==> src/pkg/smc_pkg.sv <==
/*
 * Constants and types for the sleep mode controller: mode codes, clock
 * gate bit positions, wake-source bit positions and wake-up timing counts.
 * Assumes a single 20 MHz system clock; times are turned into cycles here.
 */
// How it works
// - Sleep starts only with sleep_enable set and a SLEEP; mode field picks mode.
// - Interrupt wake-up stalls the core four cycles beyond clock start-up.
// - Sleep never touches register file or SRAM contents.
// - Any reset during sleep wakes the part and restarts at the reset vector.
// - Brown-out sleep disable turns the detector off at entry, back on at wake.
// - After detector was off, wake-up is stretched to about 60 us.
// - Brown-out sleep disable resets to 0, detector active in sleep.
// - The disable bit changes only inside a timed enable sequence.
// - Detector disable applies only in power-down, save, standby, ext standby; code also applies it for mode codes 100 and 101.
// - Idle (000) stops cpu and flash clocks; any enabled interrupt wakes.
// - Idle or noise reduction entry starts an ADC conversion if ADC enabled.
// - Noise reduction (001) stops io, cpu, flash; ADC, async, touch run.
// - Noise reduction wakes only from its listed sources.
// - In noise reduction the timer wakes only when run asynchronously.
// - Power-down (010) stops oscillator and all generated clocks.
// - A level wake source must hold its level until start-up ends.
// - Power-down wake waits the fuse-chosen reset time-out before resuming.
// - Outside idle the external pins wake only when level-sensitive.
// - A serial port wakes the part only by start-frame detection.
// - Power-save keeps main clock running when touch controller is enabled.
// - Power-save (011) is power-down plus running async timer wake.
// - Standby 110 and ext standby 111 keep oscillator; resume in six cycles.
package smc_pkg;
    localparam int CLK_HZ = 20_000_000;
    localparam int BOD_WAKE_NS = 60_000;
    localparam int BOD_WAKE_CYC = (BOD_WAKE_NS / 1000) * (CLK_HZ / 1_000_000);
    localparam int STALL_CYC = 4;
    localparam int STANDBY_CYC = 6;
    localparam int TIMED_WIN_CYC = 4;
    localparam logic [2:0] MODE_IDLE = 3'h0;
    localparam logic [2:0] MODE_ADCNR = 3'h1;
    localparam logic [2:0] MODE_PDOWN = 3'h2;
    localparam logic [2:0] MODE_PSAVE = 3'h3;
    localparam logic [2:0] MODE_STBY = 3'h6;
    localparam logic [2:0] MODE_XSTBY = 3'h7;
    localparam logic BROWNOUT_SLEEP_DISABLE_RESET = 1'b0;
    // clock gate vector bits: 1 means the domain runs
    localparam int CK_CPU = 0;
    localparam int CK_FLASH = 1;
    localparam int CK_IO = 2;
    localparam int CK_ADC = 3;
    localparam int CK_ASY = 4;
    localparam int CK_TOUCH = 5;
    localparam int CK_MAIN = 6;
    localparam int CK_TOSC = 7;
    localparam int CK_W = 8;
    // wake source bits
    localparam int WK_EXT_LEVEL = 0;
    localparam int WK_EXT_EDGE = 1;
    localparam int WK_PIN_CHANGE = 2;
    localparam int WK_TWI_MATCH = 3;
    localparam int WK_TIMER2 = 4;
    localparam int WK_SPM_EE = 5;
    localparam int WK_ADC = 6;
    localparam int WK_WDT = 7;
    localparam int WK_USART_SF = 8;
    localparam int WK_OTHER_IO = 9;
    localparam int WK_W = 10;
    typedef enum logic [2:0] {
        SMC_RUN = 3'b000,
        SMC_SLEEP = 3'b001,
        SMC_START = 3'b010,
        SMC_STALL = 3'b011,
        SMC_RESET = 3'b100
    } smc_state_e;
endpackage : smc_pkg

==> src/pkg/smc_cnt_if.sv <==
/*
 * Interface between the sleep controller and its wake-up delay counter.
 * Assumes both ends run on the same clock.
 */
`timescale 1ns/100ps
interface smc_cnt_if;
    logic load;
    logic [15:0] count;
    logic done;
    modport ctrl (output load, output count, input done);
    modport cnt (input load, input count, output done);
endinterface : smc_cnt_if

==> src/rtl/smc_delay.sv <==
/*
 * Down counter for the wake-up delays. Loaded with a cycle count, it
 * raises done once the count has elapsed. Same clock as the controller.
 */
`timescale 1ns/100ps
module smc_delay (
    input wire logic clk,
    input wire logic rst,
    smc_cnt_if.cnt cif
);
    logic [15:0] cnt_r;
    logic run_r;

    // count down, done while the count stands at one
    always_ff @(posedge clk) begin
        if (rst) begin
            cnt_r <= 16'h0000;
            run_r <= 1'b0;
        end else if (cif.load) begin
            cnt_r <= cif.count;
            run_r <= 1'b1;
        end else if (run_r && cnt_r != 16'h0000) begin
            cnt_r <= cnt_r - 16'h0001;
        end else begin
            run_r <= 1'b0;
        end
    end

    assign cif.done = run_r && (cnt_r == 16'h0001);
endmodule : smc_delay

==> src/rtl/smc_ctrl.sv <==
/*
 * Sleep mode controller top. Takes the SLEEP strobe from the core, gates
 * the clock domains for the chosen mode, filters wake sources and times
 * the wake-up. Assumes wake sources are already synchronous to clk and
 * that system resets arrive on sys_reset_req as a level.
 */
`timescale 1ns/100ps
module smc_ctrl #(
    parameter int STARTUP_CYC = 16
) (
    input wire logic clk,
    input wire logic rst,
    input wire logic sleep_enable,
    input wire logic [2:0] mode_select_field,
    input wire logic sleep_instr,
    input wire logic brownout_sleep_disable_enable_wr,
    input wire logic brownout_sleep_disable_wr,
    input wire logic brownout_sleep_disable_wdata,
    input wire logic adc_enabled,
    input wire logic touch_enabled,
    input wire logic timer2_async,
    input wire logic [2:0] ext_int_level_sense,
    input wire logic [2:0] ext_int_req,
    input wire logic [smc_pkg::WK_W-1:0] wake_req,
    input wire logic sys_reset_req,
    output logic [smc_pkg::CK_W-1:0] clk_run,
    output logic core_stall,
    output logic wake_irq,
    output logic wake_reset,
    output logic adc_start,
    output logic brownout_detector_on,
    output logic brownout_sleep_disable,
    output logic sleeping
);
    smc_pkg::smc_state_e state_r, state_nxt;
    logic [2:0] mode_r;
    logic bod_off_r;
    logic by_reset_r;
    logic [2:0] win_r;
    logic wake_hit;
    logic [smc_pkg::WK_W-1:0] wake_mask;
    logic [15:0] start_cyc;
    smc_cnt_if cif();

    smc_delay u_delay (
        .clk(clk),
        .rst(rst),
        .cif(cif)
    );

    // clocks running in each mode; power-save keeps main clock for touch
    function automatic logic [smc_pkg::CK_W-1:0] gate_of(
        input logic [2:0] m, input logic touch, input logic asy);
        logic [smc_pkg::CK_W-1:0] g;
        g = '0;
        unique case (m)
            // timer oscillator only runs when the timer is asynchronous
            smc_pkg::MODE_IDLE: g = {asy, 7'h7C};
            smc_pkg::MODE_ADCNR: g = {asy, 7'h78};
            smc_pkg::MODE_PDOWN: g = 8'h00;
            smc_pkg::MODE_PSAVE: g = {asy, touch, 1'b1, asy, 4'h0};
            smc_pkg::MODE_STBY: g = 8'h40;
            smc_pkg::MODE_XSTBY: g = {asy, 1'b1, 1'b1, asy, 4'h0};
            default: g = 8'h00;
        endcase
        return g;
    endfunction : gate_of

    // sources allowed to wake in each mode
    always_comb begin
        wake_mask = '0;
        unique case (mode_r)
            smc_pkg::MODE_IDLE: wake_mask = '1;
            smc_pkg::MODE_ADCNR: begin
                wake_mask[smc_pkg::WK_EXT_LEVEL] = 1'b1;
                wake_mask[smc_pkg::WK_PIN_CHANGE] = 1'b1;
                wake_mask[smc_pkg::WK_TWI_MATCH] = 1'b1;
                wake_mask[smc_pkg::WK_TIMER2] = timer2_async;
                wake_mask[smc_pkg::WK_SPM_EE] = 1'b1;
                wake_mask[smc_pkg::WK_ADC] = 1'b1;
                wake_mask[smc_pkg::WK_WDT] = 1'b1;
                wake_mask[smc_pkg::WK_USART_SF] = 1'b1;
            end
            default: begin
                wake_mask[smc_pkg::WK_EXT_LEVEL] = 1'b1;
                wake_mask[smc_pkg::WK_PIN_CHANGE] = 1'b1;
                wake_mask[smc_pkg::WK_TWI_MATCH] = 1'b1;
                wake_mask[smc_pkg::WK_WDT] = 1'b1;
                wake_mask[smc_pkg::WK_USART_SF] = 1'b1;
                wake_mask[smc_pkg::WK_TIMER2] =
                    (mode_r == smc_pkg::MODE_PSAVE) ||
                    (mode_r == smc_pkg::MODE_XSTBY);
            end
        endcase
    end

    // edge-set pins wake only from idle; usart via start frame
    assign wake_hit = |(wake_req & wake_mask) ||
        (|(ext_int_req & ext_int_level_sense)) ||
        ((mode_r == smc_pkg::MODE_IDLE) && |ext_int_req);

    // start-up length by mode and detector state
    always_comb begin
        if (bod_off_r) begin
            start_cyc = 16'(smc_pkg::BOD_WAKE_CYC);
        end else if (mode_r == smc_pkg::MODE_STBY ||
                     mode_r == smc_pkg::MODE_XSTBY) begin
            start_cyc = 16'(smc_pkg::STANDBY_CYC);
        end else if (mode_r == smc_pkg::MODE_IDLE ||
                     mode_r == smc_pkg::MODE_ADCNR) begin
            start_cyc = 16'h0001;
        end else begin
            start_cyc = 16'(STARTUP_CYC);
        end
    end

    // next state of the sleep sequence
    always_comb begin
        state_nxt = state_r;
        cif.load = 1'b0;
        cif.count = start_cyc;
        unique case (state_r)
            smc_pkg::SMC_RUN: begin
                if (sleep_instr && sleep_enable) begin
                    state_nxt = smc_pkg::SMC_SLEEP;
                end
            end
            smc_pkg::SMC_SLEEP: begin
                if (sys_reset_req) begin
                    state_nxt = smc_pkg::SMC_RESET;
                end else if (wake_hit) begin
                    state_nxt = smc_pkg::SMC_START;
                    cif.load = 1'b1;
                end
            end
            smc_pkg::SMC_START: begin
                if (cif.done) begin
                    state_nxt = smc_pkg::SMC_STALL;
                    cif.load = 1'b1;
                    cif.count = 16'(smc_pkg::STALL_CYC);
                end
            end
            smc_pkg::SMC_STALL: begin
                if (cif.done) begin
                    state_nxt = smc_pkg::SMC_RUN;
                end
            end
            smc_pkg::SMC_RESET: begin
                if (!sys_reset_req) begin
                    state_nxt = smc_pkg::SMC_RUN;
                end
            end
            default: state_nxt = smc_pkg::SMC_RUN;
        endcase
    end

    // state register
    always_ff @(posedge clk) begin
        if (rst) begin
            state_r <= smc_pkg::SMC_RUN;
        end else begin
            state_r <= state_nxt;
        end
    end

    // latch mode at entry so a later field write cannot change gating
    always_ff @(posedge clk) begin
        if (rst) begin
            mode_r <= smc_pkg::MODE_IDLE;
        end else if (state_r == smc_pkg::SMC_RUN && sleep_instr &&
                     sleep_enable) begin
            mode_r <= mode_select_field;
        end
    end

    // timed window opened by the enable write
    always_ff @(posedge clk) begin
        if (rst) begin
            win_r <= 3'h0;
        end else if (brownout_sleep_disable_enable_wr) begin
            win_r <= 3'(smc_pkg::TIMED_WIN_CYC);
        end else if (win_r != 3'h0) begin
            win_r <= win_r - 3'h1;
        end
    end

    // disable bit, resets to zero, written only in window
    always_ff @(posedge clk) begin
        if (rst) begin
            brownout_sleep_disable <= smc_pkg::BROWNOUT_SLEEP_DISABLE_RESET;
        end else if (brownout_sleep_disable_wr && win_r != 3'h0 && !brownout_sleep_disable_enable_wr) begin
            brownout_sleep_disable <= brownout_sleep_disable_wdata;
        end
    end

    // detector off at entry in deep modes, on again at wake
    always_ff @(posedge clk) begin
        if (rst) begin
            bod_off_r <= 1'b0;
        end else if (state_r == smc_pkg::SMC_RUN && sleep_instr &&
                     sleep_enable) begin
            bod_off_r <= brownout_sleep_disable &&
                mode_select_field != smc_pkg::MODE_IDLE &&
                mode_select_field != smc_pkg::MODE_ADCNR;
        end else if (state_r != smc_pkg::SMC_SLEEP) begin
            // back on one cycle after the wake edge so it settles before code runs
            bod_off_r <= 1'b0;
        end
    end

    // remember whether the wake came from a reset
    always_ff @(posedge clk) begin
        if (rst) begin
            by_reset_r <= 1'b0;
        end else begin
            by_reset_r <= (state_nxt == smc_pkg::SMC_RESET);
        end
    end

    always_ff @(posedge clk) begin
        if (rst) begin
            clk_run <= '1;
        end else if (state_nxt == smc_pkg::SMC_SLEEP) begin
            // at entry mode_r is not yet loaded, so use the live field
            clk_run <= gate_of(state_r == smc_pkg::SMC_RUN ?
                mode_select_field : mode_r, touch_enabled, timer2_async);
        end else begin
            clk_run <= '1;
        end
    end

    // one-cycle ADC start at entry to idle or noise reduction
    always_ff @(posedge clk) begin
        if (rst) begin
            adc_start <= 1'b0;
        end else begin
            adc_start <= state_r == smc_pkg::SMC_RUN && sleep_instr &&
                sleep_enable && adc_enabled &&
                (mode_select_field == smc_pkg::MODE_IDLE ||
                 mode_select_field == smc_pkg::MODE_ADCNR);
        end
    end

    // irq only if wake source still present in the last stall cycle
    always_ff @(posedge clk) begin
        if (rst) begin
            wake_irq <= 1'b0;
        end else begin
            wake_irq <= state_r == smc_pkg::SMC_STALL && cif.done &&
                wake_hit;
        end
    end

    // no memory control here: storage keeps its clock-free contents
    assign core_stall = state_r != smc_pkg::SMC_RUN;
    assign sleeping = state_r == smc_pkg::SMC_SLEEP;
    assign wake_reset = by_reset_r;
    assign brownout_detector_on = !bod_off_r;

    // no gating after a disabled SLEEP
    a_noop_sleep: assert property (@(posedge clk) disable iff (rst)
        state_r == smc_pkg::SMC_RUN && sleep_instr && !sleep_enable
        |=> state_r == smc_pkg::SMC_RUN)
        else $error("sleep entered with enable clear");
    a_stall_len: assert property (@(posedge clk) disable iff (rst)
        $rose(state_r == smc_pkg::SMC_STALL)
        |-> (state_r == smc_pkg::SMC_STALL)[*4] ##1
            state_r == smc_pkg::SMC_RUN)
        else $error("stall not four cycles");
    a_reset_wake: assert property (@(posedge clk) disable iff (rst)
        state_r == smc_pkg::SMC_SLEEP && sys_reset_req
        |=> state_r == smc_pkg::SMC_RESET && wake_reset)
        else $error("reset did not wake");
    a_bod_shallow: assert property (@(posedge clk) disable iff (rst)
        sleeping && (mode_r == smc_pkg::MODE_IDLE ||
                     mode_r == smc_pkg::MODE_ADCNR)
        |-> brownout_detector_on)
        else $error("detector off in shallow mode");
    a_brownout_sleep_disable_guard: assert property (@(posedge clk) disable iff (rst)
        win_r == 3'h0 |=> $stable(brownout_sleep_disable))
        else $error("disable bit written outside window");
    a_idle_gate: assert property (@(posedge clk) disable iff (rst)
        sleeping && $past(sleeping) && mode_r == smc_pkg::MODE_IDLE
        |-> !clk_run[smc_pkg::CK_CPU] && clk_run[smc_pkg::CK_IO])
        else $error("idle gating wrong");
    a_stby_time: assert property (@(posedge clk) disable iff (rst)
        sleeping && wake_hit && !sys_reset_req && !bod_off_r &&
        mode_r == smc_pkg::MODE_STBY
        |=> (state_r == smc_pkg::SMC_START)[*6] ##1
            state_r == smc_pkg::SMC_STALL)
        else $error("standby wake not six cycles");
    a_pdown_gate: assert property (@(posedge clk) disable iff (rst)
        sleeping && $past(sleeping) && mode_r == smc_pkg::MODE_PDOWN
        |-> clk_run == '0)
        else $error("power-down clocks running");
endmodule : smc_ctrl

==> config.mk <==
export PLATFORM = sky130hd
export DESIGN_NAME = smc_ctrl
export DESIGN_NICKNAME = d
export VERILOG_FILES = /design/src/pkg/smc_pkg.sv /design/src/pkg/smc_cnt_if.sv /design/src/rtl/smc_delay.sv /design/src/rtl/smc_ctrl.sv
export SDC_FILE = /design/constraint.sdc
export NUM_CORES = 1
export LEC_CHECK = 0
export ABC_AREA = 1
export BUFFER_PORTS_ARGS = -buffer_cell sky130_fd_sc_hd__buf_2
export CORE_MARGIN = 10
export CORE_UTILIZATION = 40
export CTS_CLUSTER_SIZE = 8
export DETAILED_ROUTE_END_ITERATION = 8
export PLACE_DENSITY = 0.63
export SLEW_MARGIN = 20
export SYNTH_ARGS = -nofsm -noshare
export SYNTH_HDL_FRONTEND = slang
export SYNTH_HIERARCHICAL = 1
export SYNTH_SLANG_ARGS = --single-unit
==> constraint.sdc <==
create_clock -name clk -period 2.6 [get_ports clk]
set_input_delay 0.39 -clock clk [delete_from_list [all_inputs] [get_ports clk]]
set_output_delay 0.39 -clock clk [all_outputs]
set_load 0.05 [all_outputs]
Word level (Yosys, flattened, before mapping). Cells that the tools add are included.

Memory bits (writable): 0. ROM bits: 0. Flip-flop bits (word level): 39. Output and inout bits: 15. Memories: 0. Latch bits: 0.

Bitwise operators: 3. Muxes and demuxes: 29. Add/subtract/negate cells: 2. $lt $le $gt $ge: 0. Reductions and logical operators: 39. Div/mod/pow operators: 0. Shift-type cells: 0. Equality and inequality tests: 19. $mul: 0.

Operators with widths (count): 16-bit two-way mux (4); 8-bit case mux with 5 select lines (1); 3-bit two-way mux (9); 3-bit == test (second input constant) (6); 16-bit by 1-bit == test with 1-bit output (second input constant) (1); 16-bit nonzero test (1); 16-bit by 1-bit subtractor with 16-bit output (second input constant) (1); 3-bit by 1-bit == test with 1-bit output (second input constant) (5); 3-bit case mux with 5 select lines (1); 1-bit logical AND (14); 3-bit by 2-bit == test with 1-bit output (second input constant) (4); 3-bit zero test (4); 11-bit two-way mux (1); 10-bit bitwise AND (1); 5-bit two-way mux (2); 10-bit OR reduction (1); 3-bit nonzero test (3); 1-bit two-way mux (8); 1-bit logical OR (6); 3-bit by 1-bit != test with 1-bit output (second input constant) (2); 3-bit case mux with 2 select lines (1); 2-bit nonzero test (3); 2-bit OR reduction (3); 3-bit OR reduction (2); 7 further kinds (8).

Logic depth before layout (Yosys ltp). Gate-level depths: netlist of the first run.

Depth after elaboration: 13. Mapped depth: 14.

By module. Netlist of the first run, hierarchy kept.

Modules (own cells, without submodules): smc_delay (cells each 194, times used 1, area an instance 1186.1 sq um); smc_ctrl (cells each 168, times used 1, area an instance 1118.6 sq um).

Least setup slack after synthesis of the first run. Ideal clock, no wire load.

Path type: reg-to-reg. Start point: reg u_delay.cnt_r[8]. End point: reg u_delay.cnt_r[11]. Required time: 2.472 ns. Arrival: 2.003 ns. Period minus slack after synthesis: 2.131 ns. Cell stages (with the launch flop): 12. Setup slack: 0.469 ns. Path through: dfxtp_1 > nor2_2 > nand2_1 > nor4_1 > nand2_2 > nand2_1 > inv_1 > clkbuf_1 > nand3_1 > nand2_1 > nor2_1 > nor2_1.

Longest elaborated chain between the ends: 5.

Ends and longest elaborated chain: from (decl) (line smc_delay.sv:11) `logic [15:0] cnt_r;`; from (signal assigned) (line smc_delay.sv:20) `cnt_r <= cif.count;`; from (signal assigned) (line smc_delay.sv:23) `cnt_r <= cnt_r - 16'h0001;`; 16-bit by 1-bit == test with 1-bit output (*) (line smc_delay.sv:29) `assign cif.done = run_r && (cnt_r == 16'h0001);`; 1-bit logical AND (*) (line smc_delay.sv:29); named net cif.done (line smc_cnt_if.sv:9) `logic done;`; 1-bit two-way mux (*) (line smc_ctrl.sv:137) `if (cif.done) begin`; 1-bit case mux with 2 select lines (*) (line smc_ctrl.sv:122) `unique case (state_r)`; named net cif.load (line smc_cnt_if.sv:7) `logic load;`; 16-bit two-way mux / 2-bit nonzero test (equally long branches).

The timed path passes the listed nets; every way through them passes the cells marked *. The select of a mux whose other input is x is not followed. A chain may end at the register's enable or synchronous reset.

Final worst setup path of the first run.
Start point: reg u_delay.cnt_r[8]. End point: reg u_delay.cnt_r[2].

Same word-level chain as after synthesis.

==> results.txt, run 1 <==
Die Width: 95.9 microns
Largest cells by area after synthesis: dfxtp_1, nand2_1, nor2_1
Final instance area: 2730 sq um
Fin. Hold Viols: 0
CP max stage delay: 380 ps
Worst Hold Slack: 311 ps
Register area: 761 sq um
Initial antenna violation count: 0
Mean number of vias per cell: 4.59
Layout Cells excl Fill: 491
H-tree depth: 2
Final Max Slew Viols: 0
IO Port Bufs: 44
WL final: 5640 microns
Die area: 9200 sq um
Post-Synthesis Cells: 362
Placed Instances: 483
Clock Pin Slew Worst Setup and Hold Paths: 80 ps
Critical Path Start Type: register
Share of layout cells above drive strength 1: 21.0%
Share of Yosys cell area claimed by the top area cell type: 33.0%
Multi-input gate area: 1380 sq um
Worst-Margin Slew: 536 ps
Worst vdd ir: 0.264 mV
Post-CTS setup buffers: 0
Initial core utilization: 41.6%
Post-route DRC: 0
Pre-Repair DR Iteration Count: 4
Number of global-route vias before repair: 2054
DIE HEIGHT: 95.9 microns
Synth area leader: dfxtp_1
Max-slew headroom: 64.3%
Slowest stage cell on the critical path: nor4_1
R2r setup slk: 330 ps
Via Count: 2253
CTS buffer count: 5
N_diodes: 0
Min-delay worst type: input port to register
Leakage: 1.36 nW
Wirelength per Cell: 11.5 microns
Area delta synth->final: 18.2%
ANT nets after route: 0
Placed Area: 2630 sq um
Overflow after GRT: 0
CP delay by family, top: simple AND/OR/NAND/NOR gates
Initial DRC Count: 118
Total GRT Usage: 13.0%
TritonCTS clock tree: done
Hold_buf cts: 0
Minimum clock period: 2270 ps
Core box area: 5540 sq um
Flops & latches, synth: 38
First-pass GRT wire length: 9650 microns
Hpwl dp: 4400 microns
Final worst path period share: 87.4%
Row count: 27
CTS Buffer Depth: 2
Cell area power density: 570 nW/um^2
Worst Path Class, Setup: register to register
Post-synthesis cell area: 2300 sq um
TNS Setup: 0 ps
Status: finished clean
CTS root buffer: clkbuf_8
Largest net degree at the start of global routing: 20
Synthesized area per cell: 6.37 sq um
CP most frequent cell: nand2_1
Post-CTS sizing: 0
RSZ-0062 raised after global routing: false
Design Power: 1.55 mW
Number of max-cap violations: 0
Num Clock Sinks: 38
Post-layout nets: 452
Register area share after synthesis: 33.0%
CP Max Fanout: 16
IO Count: 45
YS warnings: 6
Crit. End Element: register
Crit-path cells: nor2_2, nand2_1, nor4_1, buf_4, nand2_2, nand2_1, inv_1, nand2_4, clkinv_4, nand2_1, a21oi_1
Clock skew: 5.32 ps
Crit path DAT: 2440 ps
Max Fclk: 0.440 GHz
FILL cells: 586
Final RePlAce weighted congestion: 0.918
Synth cell types: 31
# setup viols final: 0
Critical path required time: 2770 ps
CP Buf/Inv Count: 3
Worst skew pair latency: 290 ps
-- cell type report --
class | count | area share [%]
Clock buffer | 6 | 3.03
Multi-Input combinational cell | 285 | 50.7
Timing Repair Buffer | 46 | 8.63
Tap cell | 72 | 3.31
Inverter | 42 | 5.97
Sequential cell | 38 | 27.9
Clock inverter | 2 | 0.459
-- Yosys cell counts --
cell      number
nand3b_1       4
nand4_1        1
buf_4          1
inv_1         37
a21oi_1       22
o21ai_1        1
nand2_2        6
conb_1         1
nor2_4         3
o22ai_1        1
nor4_1         2
nor2_2         5
nand3_2        4
o21bai_1       2
buf_6          1
nand2_1       99
nor2_1        65
o21ai_0       14
clkbuf_1       3
or2_2          2
dfxtp_1       38
nand3_1       19
xnor2_1        4
ha_1           4
xor2_1         2
o21ai_2        4
inv_2          4
nand2_4        3
clkinv_4       1
nor3_1         7
nor3_2         2
-- worst register-to-register path, stage by stage, from the launching register on --
cell and delay [ps]:
dfxtp_1 350, nor2_2 170, nand2_1 100, nor4_1 380
buf_4 200, nand2_2 80, nand2_1 100, inv_1 240
nand2_4 280, clkinv_4 110, nand2_1 70, a21oi_1 60
-- final timing paths --
check             cells past startpoint                          start                       endpoint
setup / recovery                     11  u_delay/cnt_r[8]$_SDFFE_PP0P_  u_delay/cnt_r[2]$_SDFFE_PP0P_
hold / removal                        3                   timer2_async          clk_run[7]$_SDFF_PP1_
setup reg to reg                     11  u_delay/cnt_r[8]$_SDFFE_PP0P_  u_delay/cnt_r[2]$_SDFFE_PP0P_
hold reg to reg                       1          win_r[0]$_SDFFE_PP0N_          win_r[0]$_SDFFE_PP0N_
-- cells by family after synthesis --
family / after synthesis / synth area share, %
adders and majority gates: 4 / 2.17
buffers and inverters: 47 / 8.36
AOI/OAI and AO/OA: 44 / 10.5
and+or+nand+nor: 222 / 43.5
other: 1 / 0.163
DFF: 38 / 33.0
xor gates and xnor gates: 6 / 2.28
-- power by group --
group	switching [mW]	internal, mW
Clock	0.222	0.213
Sequential	0.0329	0.614
Combinational	0.304	0.167
Total	0.559	0.995
-- layout by cell type (no fill, tap or decap), types with 3 or more instances in the layout --
cell type and count:
nand3_2 4, nand2_4 3, nand2_2 6, clkbuf_8 6, inv_1 37, a21oi_1 22
nor2_2 5, nor2_1 65, nor3_1 7, nand3b_1 4, ha_1 4, o21ai_0 14
conb_1 9, inv_2 4, dfxtp_1 38, o21ai_2 4, nor2_4 3, xnor2_1 4
buf_2 44, nand2_1 99, nand3_1 19
-- metrics by stage --
step           utilization [%]  setup WS, ps
2_1_floorplan                -           469
3_3_place_gp              47.5           309
3_5_place_dp              47.5           291
4_1_cts                   49.2           276
5_1_grt                   49.2          54.5
6_report                  49.2           327
-- state kept, by name, indices dropped and copies added (netlist names) --
| register | count |
|---|---|
| mode_r | 3 |
| wake_irq | 1 |
| u_delay/run_r | 1 |
| clk_run | 7 |
| bod_off_r | 1 |
| state_r | 3 |
| win_r | 3 |
| u_delay/cnt_r | 16 |
| brownout_sleep_disable | 1 |
| wake_reset | 1 |
| adc_start | 1 |
-- routing by layer --
metal	vias to the layer above	global-route usage [%]	wire [microns]
li1	1239	-	-
met1	981	16.8	2790
met2	29	21.1	2610
met3	4	3.27	195
met4	0	3.56	48
met5	-	0	0
Note: power is estimated with default switching activity, not from simulation.
==> run 2: changes to the inputs <==
Settings changed: CORE_MARGIN 10 to 2, CORE_UTILIZATION 40 to 55, PLACE_DENSITY 0.63 to 0.82.
==> results.txt, run 2 (same netlist as run 1, synthesis figures left out) <==
CTS Buffer Depth: 2
Max FFs per register: 16
Worst skew pair latency: 300 ps
Most frequent cells in the layout: nand2_1, nor2_1, buf_2
Register area: 761 sq um
Area delta synth->final: 17.0%
Path depth of the worst reg2reg path: 11
DIE HEIGHT: 68.7 microns
Hpwl dp: 3920 microns
Setup crit end: u_delay/cnt_r[10]$_SDFFE_PP0P_
IO Port Bufs: 44
N_diodes: 0
CTS root buffer: clkbuf_8
IO Count: 45
Final Max Slew Viols: 0
Worst Hold Slack: 315 ps
Leakage: 1.36 nW
Clock Pin Slew Worst Setup and Hold Paths: 70 ps
FILL cells: 382
Wirelength per Cell: 10.8 microns
Initial antenna violation count: 0
Pre-Repair DR Iteration Count: 4
Placed Instances: 462
Critical path required time: 2790 ps
First-pass GRT wire length: 8630 microns
CP Max Fanout: 10
Final instance area: 2700 sq um
Initial core utilization: 57.2%
Share of layout cells above drive strength 1: 21.0%
TritonCTS clock tree: done
Crit-path cells: nor2_2, nand2_1, nor4_1, buf_4, nand2_2, nand2_1, inv_1, buf_4, o21ai_0, o21bai_1, nor2_1
Post-route DRC: 0
Capture point of the worst reg-to-reg path: u_delay/cnt_r[10]$_SDFFE_PP0P_
Post-layout nets: 453
Overflow after GRT: 0
Largest net degree at the start of global routing: 20
TNS Setup: 0 ps
R2r setup slk: 410 ps
Mean number of vias per cell: 4.88
Critical Path Start Type: register
Hold_buf cts: 0
Crit path launch: u_delay/cnt_r[8]$_SDFFE_PP0P_
Max Fclk: 0.458 GHz
WL final: 5100 microns
Total GRT Usage: 24.2%
Most flop-heavy register: u_delay/cnt_r
Layout Cells excl Fill: 470
Worst Path Class, Setup: register to register
Row count: 23
Status: finished clean
ANT nets after route: 0
Reg2reg start: u_delay/cnt_r[8]$_SDFFE_PP0P_
Die Width: 68.7 microns
Commonest non-fill, non-tap cell in the layout: nand2_1
H-tree depth: 2
Cell area power density: 567 nW/um^2
Initial DRC Count: 119
Placed Area: 2610 sq um
Multi-input gate area: 1380 sq um
Top Registers: u_delay/cnt_r: 16 flops, clk_run: 7 flops
RSZ-0062 raised after global routing: false
Crit path DAT: 2370 ps
# setup viols final: 0
Core box area: 4030 sq um
CP max stage delay: 360 ps
Worst vdd ir: 0.341 mV
Via Count: 2293
Min-delay worst type: input port to register
Fin util: 66.9%
Final RePlAce weighted congestion: 0.865
Slowest stage cell on the critical path: dfxtp_1
Clock skew: 10.1 ps
Num Clock Sinks: 38
Design Power: 1.53 mW
Number of global-route vias before repair: 1981
Setup WS post-layout: 415 ps
Minimum clock period: 2190 ps
Post-CTS sizing: 0
CTS buffer count: 5
Crit. End Element: register
Number of max-cap violations: 0
Die area: 4720 sq um
Final worst path period share: 84.0%
Fin. Hold Viols: 0
Post-CTS setup buffers: 0
Place WS: 439 ps
[run 2: changes by cell type in the layout (fill, tap and decap cells not counted), sizes merged]
cell	previous run	this run
clkinv	2	3
clkinvlp	1	0
buf	46	47
[run 2: report_power, final]
| group | switching, mW | leakage [nW] | internal (mW) |
|---|---|---|---|
| combinational | 0.307 | 1.00 | 0.168 |
| sequential | 0.0332 | 0.309 | 0.614 |
| clock | 0.217 | 0.0452 | 0.189 |
| total | 0.557 | 1.36 | 0.972 |
[run 2: worst min-delay path by stage]
stage,from,to,cells past startpoint
floorplan,win_r[0]$_SDFFE_PP0N_,win_r[0]$_SDFFE_PP0N_,1
global placement,win_r[0]$_SDFFE_PP0N_,win_r[0]$_SDFFE_PP0N_,1
detailed placement,win_r[0]$_SDFFE_PP0N_,win_r[0]$_SDFFE_PP0N_,1
CTS,timer2_async,clk_run[7]$_SDFF_PP1_,3
global route,timer2_async,clk_run[7]$_SDFF_PP1_,3
finish,timer2_async,clk_run[7]$_SDFF_PP1_,3
[run 2: layer usage]
| layer | up-vias | share of wire [%] | track usage (%) | wire [microns] |
|---|---|---|---|---|
| met2 | 55 | 44 | 38.8 | 2240 |
| li1 | 1243 | - | - | - |
| met3 | 5 | 4.9 | 5.03 | 250 |
| met5 | - | 0 | 0 | 0 |
| met1 | 990 | 50 | 32.5 | 2560 |
| met4 | 0 | 1.1 | 7.35 | 57 |
[run 2: cell type report]
cell class	instances	area share, %
Clock buffer	6	2.69
Clock inverter	2	0.510
Inverter	42	6.03
Multi-Input combinational cell	285	51.2
Sequential cell	38	28.2
Tap cell	50	2.32
Timing Repair Buffer	47	9.00
[run 2: critical path: cells and delay by family, from the launching register on]
family                 cells  cell delay, ps
AND/OR/NAND/NOR            6             860
buffers and inverters      3             590
flip-flops                 1             360
AO/OA/AOI/OAI              2             270
